[src/xer_regs.vh]
`ifndef XER_REGS_VH
`define XER_REGS_VH
`define XER_MODE_USR 5'h10
`define XER_MODE_FAST 5'h11
`define XER_MODE_IRQ 5'h12
`define XER_MODE_SVC 5'h13
`define XER_MODE_ABT 5'h17
`define XER_MODE_UND 5'h1b
`define XER_MODE_SYS 5'h1f
`define XER_VEC_BASE 32'h00000000
`define XER_VEC_UND 32'h00000004
`define XER_VEC_TRAP 32'h00000008
`define XER_VEC_PABT 32'h0000000c
`define XER_VEC_DABT 32'h00000010
`define XER_VEC_IRQ 32'h00000018
`define XER_VEC_FAST 32'h0000001c
`define XER_SR_N 31
`define XER_SR_Z 30
`define XER_SR_C 29
`define XER_SR_V 28
`define XER_SR_I 7
`define XER_SR_F 6
`define XER_SR_T 5
`define XER_SR_MODE_HI 4
`define XER_SR_RST 32'h000000d3
`define XER_COND_HI 31
`define XER_COND_LO 28
`endif

[src/xer_exception_unit.v]
// Functional notes
// - six exception classes, each in a privileged mode; both aborts share abort mode
// - accept internal and external exception requests
// - coincident event requests kept, interrupt levels re-sampled, taken in order
// - entry saves return address and status word
// - return restores status word and PC
// - flag-setting data op to PC returns
// - load multiple with PC and restore returns
// - 32-bit state executes only when condition field holds
// - compact state r0-r7 share storage
// - compact state reaches r13-r15, limited high
// - handler fetch from vector table at zero
// - fast interrupt mode banks r8-r14
// - status word flags, masks, state, mode
`include "xer_regs.vh"
module xer_exception_unit #(
	parameter DW = 32
) (
	CLK,
	RST,
	FAST_IN,
	IRQ_IN,
	DABORT_IN,
	PABORT_REQ,
	UNDEF_REQ,
	SWTRAP_REQ,
	RET_DP_REQ,
	RET_MULTI_REQ,
	RET_PC_IN,
	INSTR,
	INSTR_VALID,
	RET_ADDR,
	WR_EN,
	WR_IDX,
	WR_DATA,
	RD_IDX,
	COMPACT_IDX,
	COMPACT_HI,
	RD_DATA,
	COMPACT_DATA,
	CUR_STATUS,
	SAVED_STATUS,
	PC_OUT,
	PC_LOAD,
	TAKEN,
	COND_PASS,
	PENDING
);
	input wire CLK;
	input wire RST;
	input wire FAST_IN;
	input wire IRQ_IN;
	input wire DABORT_IN;
	input wire PABORT_REQ;
	input wire UNDEF_REQ;
	input wire SWTRAP_REQ;
	input wire RET_DP_REQ;
	input wire RET_MULTI_REQ;
	input wire [DW-1:0] RET_PC_IN;
	input wire [DW-1:0] INSTR;
	input wire INSTR_VALID;
	input wire [DW-1:0] RET_ADDR;
	input wire WR_EN;
	input wire [3:0] WR_IDX;
	input wire [DW-1:0] WR_DATA;
	input wire [3:0] RD_IDX;
	input wire [2:0] COMPACT_IDX;
	input wire [1:0] COMPACT_HI;
	output reg [DW-1:0] RD_DATA;
	output reg [DW-1:0] COMPACT_DATA;
	output reg [DW-1:0] CUR_STATUS;
	output reg [DW-1:0] SAVED_STATUS;
	output reg [DW-1:0] PC_OUT;
	output reg PC_LOAD;
	output reg [5:0] TAKEN;
	output reg COND_PASS;
	output reg [5:0] PENDING;

	// pending bit order: 0 dabort, 1 fast, 2 irq, 3 pabort, 4 und, 5 trap
	localparam P_FAST = 1;
	localparam P_IRQ = 2;

	// external pins synchronised; internal requests used directly
	reg [2:0] sync1_q;
	reg [2:0] sync2_q;
	always @(posedge CLK or posedge RST) begin
		if (RST) begin
			sync1_q <= 3'h0;
			sync2_q <= 3'h0;
		end else begin
			sync1_q <= {DABORT_IN, IRQ_IN, FAST_IN};
			sync2_q <= sync1_q;
		end
	end
	wire fast_s = sync2_q[0];
	wire irq_s = sync2_q[1];
	reg dabt_d1_q;
	wire dabt_rise = sync2_q[2] & ~dabt_d1_q;

	reg [DW-1:0] sr_q;
	reg [5:0] pend_q;
	reg [5:0] pend_d;
	reg [DW-1:0] pc_q;
	// physical storage: r0-r7 shared, user and fast r8 up to link, sp and link per mode
	reg [DW-1:0] low_q [0:7];
	reg [DW-1:0] usr_hi_q [8:14];
	reg [DW-1:0] fast_hi_q [8:14];
	reg [DW-1:0] sp_q [0:3];
	reg [DW-1:0] lr_q [0:3];
	reg [DW-1:0] saved_q [0:4];

	wire [4:0] mode = sr_q[`XER_SR_MODE_HI:0];
	wire in_fast = (mode == `XER_MODE_FAST);
	// bank index for svc/abt/und/irq/fast; 3'h7 means user/system
	function [2:0] bank;
		input [4:0] m;
		begin
			case (m)
			`XER_MODE_SVC: bank = 3'h0;
			`XER_MODE_ABT: bank = 3'h1;
			`XER_MODE_UND: bank = 3'h2;
			`XER_MODE_IRQ: bank = 3'h3;
			`XER_MODE_FAST: bank = 3'h4;
			default: bank = 3'h7;
			endcase
		end
	endfunction
	wire [2:0] cur_bank = bank(mode);

	function [DW-1:0] rd_reg;
		input [3:0] idx;
		begin
			if (idx == 4'hf)
				rd_reg = pc_q;
			else if (idx < 4'h8)
				rd_reg = low_q[idx[2:0]];
			else if (in_fast)
				rd_reg = fast_hi_q[idx];
			else if (idx >= 4'hd && cur_bank != 3'h7)
				rd_reg = (idx == 4'hd) ? sp_q[cur_bank[1:0]] : lr_q[cur_bank[1:0]];
			else
				rd_reg = usr_hi_q[idx];
		end
	endfunction

	// condition evaluation against current flags
	function cond_ok;
		input [3:0] c;
		input n, z, cf, v;
		begin
			case (c)
			4'h0: cond_ok = z;
			4'h1: cond_ok = ~z;
			4'h2: cond_ok = cf;
			4'h3: cond_ok = ~cf;
			4'h4: cond_ok = n;
			4'h5: cond_ok = ~n;
			4'h6: cond_ok = v;
			4'h7: cond_ok = ~v;
			4'h8: cond_ok = cf & ~z;
			4'h9: cond_ok = ~cf | z;
			4'ha: cond_ok = (n == v);
			4'hb: cond_ok = (n != v);
			4'hc: cond_ok = ~z & (n == v);
			4'hd: cond_ok = z | (n != v);
			4'he: cond_ok = 1'b1;
			default: cond_ok = 1'b0;
			endcase
		end
	endfunction
	// compact state always executes; condition applies in 32-bit state only
	wire cond_now = sr_q[`XER_SR_T] | cond_ok(INSTR[`XER_COND_HI:`XER_COND_LO],
		sr_q[`XER_SR_N], sr_q[`XER_SR_Z], sr_q[`XER_SR_C], sr_q[`XER_SR_V]);
	wire exec_ok = INSTR_VALID & cond_now;

	// masked view: interrupts gated by status disables, traps need a passing instruction
	wire [5:0] new_req = {SWTRAP_REQ & exec_ok, UNDEF_REQ & INSTR_VALID, PABORT_REQ,
		irq_s, fast_s, dabt_rise};
	wire [5:0] pend_all = pend_q | new_req;
	reg [5:0] eligible;
	always @* begin
		eligible = pend_all;
		eligible[P_FAST] = pend_all[P_FAST] & ~sr_q[`XER_SR_F];
		eligible[P_IRQ] = pend_all[P_IRQ] & ~sr_q[`XER_SR_I];
	end
	reg [5:0] grant;
	integer k;
	always @* begin
		grant = 6'h00;
		for (k = 5; k >= 0; k = k - 1)
			if (eligible[k])
				grant = 6'h01 << k;
	end
	// traps fall through to supervisor; one class is granted per cycle
	wire take = |grant;
	reg [4:0] tgt_mode;
	reg [DW-1:0] tgt_vec;
	always @* begin
		tgt_mode = `XER_MODE_SVC;
		tgt_vec = `XER_VEC_TRAP;
		case (grant)
		6'h01: begin
			tgt_mode = `XER_MODE_ABT;
			tgt_vec = `XER_VEC_DABT;
		end
		6'h02: begin
			tgt_mode = `XER_MODE_FAST;
			tgt_vec = `XER_VEC_FAST;
		end
		6'h04: begin
			tgt_mode = `XER_MODE_IRQ;
			tgt_vec = `XER_VEC_IRQ;
		end
		6'h08: begin
			tgt_mode = `XER_MODE_ABT;
			tgt_vec = `XER_VEC_PABT;
		end
		6'h10: begin
			tgt_mode = `XER_MODE_UND;
			tgt_vec = `XER_VEC_UND;
		end
		default: begin
			tgt_mode = `XER_MODE_SVC;
			tgt_vec = `XER_VEC_TRAP;
		end
		endcase
	end
	wire [2:0] tgt_bank = bank(tgt_mode);
	// return only from a privileged exception mode that owns a saved word
	wire do_ret = ~take & exec_ok & (RET_DP_REQ | RET_MULTI_REQ) &
		(cur_bank != 3'h7);
	// load multiple delivers the popped pc; data op returns through the link register
	wire [DW-1:0] ret_pc = RET_MULTI_REQ ? RET_PC_IN : rd_reg(4'he);

	// levels re-sample each cycle; an event beside its own grant stays (set wins)
	always @* begin
		pend_d = (pend_all & ~grant) | (pend_q & new_req);
		pend_d[P_FAST] = 1'b0;
		pend_d[P_IRQ] = 1'b0;
	end

	integer i;
	always @(posedge CLK or posedge RST) begin
		if (RST) begin
			sr_q <= `XER_SR_RST;
			pend_q <= 6'h00;
			pc_q <= `XER_VEC_BASE;
			dabt_d1_q <= 1'b0;
			for (i = 0; i < 8; i = i + 1)
				low_q[i] <= {DW{1'b0}};
			for (i = 8; i < 15; i = i + 1) begin
				usr_hi_q[i] <= {DW{1'b0}};
				fast_hi_q[i] <= {DW{1'b0}};
			end
			for (i = 0; i < 4; i = i + 1) begin
				sp_q[i] <= {DW{1'b0}};
				lr_q[i] <= {DW{1'b0}};
			end
			for (i = 0; i < 5; i = i + 1)
				saved_q[i] <= {DW{1'b0}};
		end else begin
			dabt_d1_q <= sync2_q[2];
			pend_q <= pend_d;
			if (WR_EN && WR_IDX != 4'hf) begin
				if (WR_IDX < 4'h8)
					low_q[WR_IDX[2:0]] <= WR_DATA;
				else if (in_fast)
					fast_hi_q[WR_IDX] <= WR_DATA;
				else if (WR_IDX == 4'hd && cur_bank != 3'h7)
					sp_q[cur_bank[1:0]] <= WR_DATA;
				else if (WR_IDX == 4'he && cur_bank != 3'h7)
					lr_q[cur_bank[1:0]] <= WR_DATA;
				else
					usr_hi_q[WR_IDX] <= WR_DATA;
			end
			if (take) begin
				if (tgt_bank == 3'h4) begin
					fast_hi_q[14] <= RET_ADDR;
					sr_q[`XER_SR_F] <= 1'b1;
				end else
					lr_q[tgt_bank[1:0]] <= RET_ADDR;
				saved_q[tgt_bank] <= sr_q;
				sr_q[`XER_SR_MODE_HI:0] <= tgt_mode;
				sr_q[`XER_SR_I] <= 1'b1;
				sr_q[`XER_SR_T] <= 1'b0;
				pc_q <= tgt_vec;
			end else if (do_ret) begin
				sr_q <= saved_q[cur_bank];
				pc_q <= ret_pc;
			end else if (WR_EN && WR_IDX == 4'hf)
				pc_q <= WR_DATA;
		end
	end

	// output stage registered so every top output leaves a flip-flop
	always @(posedge CLK or posedge RST) begin
		if (RST) begin
			RD_DATA <= {DW{1'b0}};
			COMPACT_DATA <= {DW{1'b0}};
			CUR_STATUS <= `XER_SR_RST;
			SAVED_STATUS <= {DW{1'b0}};
			PC_OUT <= `XER_VEC_BASE;
			PC_LOAD <= 1'b0;
			TAKEN <= 6'h00;
			COND_PASS <= 1'b0;
			PENDING <= 6'h00;
		end else begin
			RD_DATA <= rd_reg(RD_IDX);
			// compact view: 0 = low reg, 1 = sp, 2 = lr, 3 = pc
			case (COMPACT_HI)
			2'h1: COMPACT_DATA <= rd_reg(4'hd);
			2'h2: COMPACT_DATA <= rd_reg(4'he);
			2'h3: COMPACT_DATA <= pc_q;
			default: COMPACT_DATA <= low_q[COMPACT_IDX];
			endcase
			CUR_STATUS <= sr_q;
			SAVED_STATUS <= (cur_bank == 3'h7) ? {DW{1'b0}} : saved_q[cur_bank];
			// shown with the load pulse so a consumer can take both together
			PC_OUT <= take ? tgt_vec : (do_ret ? ret_pc : pc_q);
			PC_LOAD <= take | do_ret;
			TAKEN <= grant;
			COND_PASS <= exec_ok;
			PENDING <= pend_all;
		end
	end
endmodule

[config.mk]
export PLATFORM = sky130hd
export DESIGN_NAME = xer_exception_unit
export DESIGN_NICKNAME = d
export VERILOG_FILES = /design/src/xer_exception_unit.v
export VERILOG_INCLUDE_DIRS = /design/src
export SDC_FILE = /design/constraint.sdc
export NUM_CORES = 2
export LEC_CHECK = 0
export ABC_AREA = 0
export BUFFER_PORTS_ARGS = -buffer_cell sky130_fd_sc_hd__buf_2
export CORE_MARGIN = 8
export CORE_UTILIZATION = 62
export DETAILED_ROUTE_END_ITERATION = 12
export PLACE_DENSITY = 0.8
export SLEW_MARGIN = 20
export SYNTH_ARGS = -nofsm -noshare
export SYNTH_HDL_FRONTEND = slang
export SYNTH_SLANG_ARGS = --single-unit
[constraint.sdc]
create_clock -name CLK -period 52.4 [get_ports CLK]
set_input_delay 5.24 -clock CLK [delete_from_list [all_inputs] [get_ports CLK]]
set_output_delay 5.24 -clock CLK [all_outputs]
set_load 0.005 [all_outputs]
==> results.json <==
{
  "synthAdderAreaFrac_pct": 0.0154,
  "placed_area_mm2": 0.0670,
  "cts_tree": "done",
  "synth_xor_area_share_pct": 0.0405,
  "seq_area_frac_synth_pct": 52.7,
  "p_int_mw": 2.11,
  "syn_inst": 5128,
  "maxCapViolations": 0,
  "max-vdd-ir-drop_uv": 51.0,
  "rows": 118,
  "crit_fanout": 135,
  "port_buffers": 298,
  "vias": 47300,
  "tightestPinTransition_ns": 1.25,
  "final_layout_size_suffix_gt1_share_pct": 33.7,
  "final_hold_viol_count": 0,
  "cts_buffer_depth": 3,
  "p_leak_nw": 32.2,
  "swShare_pct": 30.5,
  "critPathCapture": "low_q[7]",
  "path_clk_slew_ns": 0.06,
  "core_mm2": 0.104,
  "place_congestion": 0.962,
  "synth_top_area_share_pct": 52.3,
  "dp_hpwl_mm": 128,
  "pwr-share-seq_pct": 45.1,
  "first_iter_violations": 6323,
  "fin_crit_ns": 9.46,
  "cts-resized-gates": 0,
  "worstReg2RegEnd": "RD_DATA[3]",
  "postCtsHoldBufs": 0,
  "syn_to_final_growth_pct": 10.5,
  "power_mw": 3.04,
  "final_area_mm2": 0.0717,
  "hp-class": "flop to flop",
  "cts-buffers-inserted": 137,
  "dieArea_mm2": 0.115,
  "post_cts_buffers": 0,
  "synth_top_family_by_area": "multiplexers",
  "powerDensity_mw_per_mm2": 42.4,
  "yosys_warnings": 0,
  "grt_usage_pct": 34.1,
  "final_core_utilization_pct": 69.2,
  "synth-seq-cells": 1368,
  "yosysTopAreaCell": "dfrtp_1",
  "drt_wl_total_mm": 200,
  "synth.distinct_cells": 91,
  "crit_required_ns": 53.13,
  "fill_cells": 7088,
  "period_share_pct": 18.0,
  "start_kind": "input pin",
  "crit_type": "input pin to async pin",
  "die_width_um": 340,
  "fin_setup_tns_ns": 0,
  "grt_pass1_vias": 48200,
  "synth_simple_gate_area_share_pct": 5.10,
  "r2r_start": "sr_q[4]",
  "syn_nets": 5281,
  "rsz0062_at_grt": "false",
  "fin_skew_ns": 0.0361,
  "p_switching_uw": 928,
  "cp.arrival_ns": 10.18,
  "power_frac_clock_pct": 32.9,
  "antenna_found_initial": 40,
  "synth_area_mm2": 0.0649,
  "end_kind": "async pin",
  "worstSkewPairLatency_ns": 0.76,
  "post-route-drc-count": 0,
  "worstRegToRegCells": 8,
  "cts_root_buf": "clkbuf_16",
  "cts.sinks": 1368,
  "ant_nets": 0,
  "ys.flop_type": "dfrtp_1",
  "status": "finished clean",
  "slew_headroom_pct": 16.4,
  "htreeDepth": 4,
  "nets": 5328,
  "grt_pass1_wl_mm": 302,
  "synthArstFlopShare_pct": 100,
  "combPwrFrac_pct": 22.0,
  "setup_viol": 0,
  "wl_per_cell_um": 29.9,
  "synth-compound-area-share_pct": 11.6,
  "finalNonFillerCells": 6694,
  "max_freq_mhz": 106,
  "grt_max_degree": 172,
  "r2r_slack_ns": 47.41,
  "maxSlewViolCount": 0,
  "start_util_pct": 62.7,
  "synthMuxAreaShare_pct": 26.9,
  "dp.cells": 6412,
  "fp.dieH_um": 340,
  "viasPerCell": 7.07,
  "critical_path.startpoint": "RST",
  "dr.pass1.iters": 10,
  "synthTopCellsByArea": "dfrtp_1, mux2_2, mux4_2",
  "ios": 327,
  "grt_overflow": 0,
  "synth_edf_count": 0,
  "synth_area_per_cell_um2": 12.7
}
[synthesized netlist by cell type (24+ instances only)]
master / number
a211oi_1: 24
a21o_1: 33
a21oi_1: 170
a221o_1: 24
a221oi_1: 36
a222oi_1: 39
a22oi_1: 51
a31oi_1: 26
a32o_1: 55
buf_1: 43
buf_2: 98
clkbuf_1: 321
dfrtp_1: 1358
inv_1: 28
mux2_1: 43
mux2_2: 871
mux2i_1: 286
mux4_2: 192
nand2_1: 429
nand2b_1: 44
nand3_1: 29
nor2_1: 149
o211ai_1: 63
o21ai_0: 307
o21ai_1: 32
o221ai_1: 55
[cell usage in the layout (no fill, tap or decap), types with 26 or more instances in the layout]
cell type,count
a31oi_1,26
a222oi_1,39
mux2_1,43
buf_4,102
o211ai_1,63
nand3_1,29
o221ai_1,55
inv_1,27
a22oi_1,51
diode_2,32
nor2_1,136
o21ai_0,307
nand2_1,421
a21o_1,33
mux4_2,192
a21oi_1,170
buf_2,295
a32o_1,55
clkbuf_8,27
clkbuf_16,140
mux2_2,871
dfrtp_1,1357
o21ai_1,32
nand2b_1,42
clkbuf_1,33
mux2i_1,286
a221oi_1,36
[power groups by stage]
stage          clock (mW)  sequential (mW)  combinational, mW
3_5_place_dp            0             1.38              0.648
5_1_grt              1.05             1.39              0.707
3_3_place_gp            0             1.37              0.630
6_report             1.00             1.37              0.668
2_1_floorplan           0             1.35              0.449
4_1_cts              1.01             1.37              0.653
[worst min-delay path by stage]
stage,startpoint,end,cells past startpoint
2_1_floorplan,sync1_q[0],sync2_q[0],0
3_3_place_gp,sync1_q[1],sync2_q[1],0
3_5_place_dp,sync1_q[1],sync2_q[1],0
4_1_cts,sync1_q[1],sync2_q[1],0
5_1_grt,sync1_q[1],sync2_q[1],0
6_report,sync1_q[1],sync2_q[1],0
[cell type report]
class                           count  area, um2  share of cell area, %
Clock inverter                     47        556                  0.774
Antenna cell                       32       80.1                  0.112
Multi-Input combinational cell   3229      28600                   39.9
Sequential cell                  1368      34200                   47.7
Timing Repair Buffer              407       2410                   3.36
Tap cell                         1380       1730                   2.41
Inverter                           32        130                  0.181
Clock buffer                      199       3990                   5.55
[state kept, by name, summed over array words and instances, names as in the netlist]
name and flops:
lr_q 128, RD_DATA 32, CUR_STATUS 32, COND_PASS 1, usr_hi_q 224, dabt_d1_q 1
sync1_q 3, PC_LOAD 1, PC_OUT 32, PENDING 6, fast_hi_q 224, sp_q 128
TAKEN 5, sync2_q 3, sr_q 32, pend_q 4, low_q 256, saved_q 160
SAVED_STATUS 32, pc_q 32, COMPACT_DATA 32
[worst max-delay path, stage by stage]
cell and delay (ns):
buf_2 0.13, inv_8 0.59, buf_4 0.68, buf_4 0.83
buf_4 0.83, buf_4 0.61, buf_12 0.29, buf_4 0.79
[cell families after synthesis]
family | after synthesis
compound gates | 1089
mux | 1392
fa+ha+maj | 1
xor+xnor | 3
buf+inv | 531
flops | 1368
simple gates | 744
[through the flow]
step           setup WS (ns)  hold slack [ns]
2_1_floorplan           8.61            0.331
4_1_cts                42.66            0.354
3_3_place_gp           41.94            0.333
6_report               42.94            0.353
5_1_grt                42.19            0.360
3_5_place_dp           41.87            0.340
[per-layer routing]
metal	up-vias	global-route usage, %	wire (um)
li1	19200	-	-
met1	24200	43.0	71700
met2	3126	51.8	92100
met3	820	9.21	21600
met4	10	22.6	14900
met5	-	0	178
No activity file was read; power rests on OpenSTA's default activity.
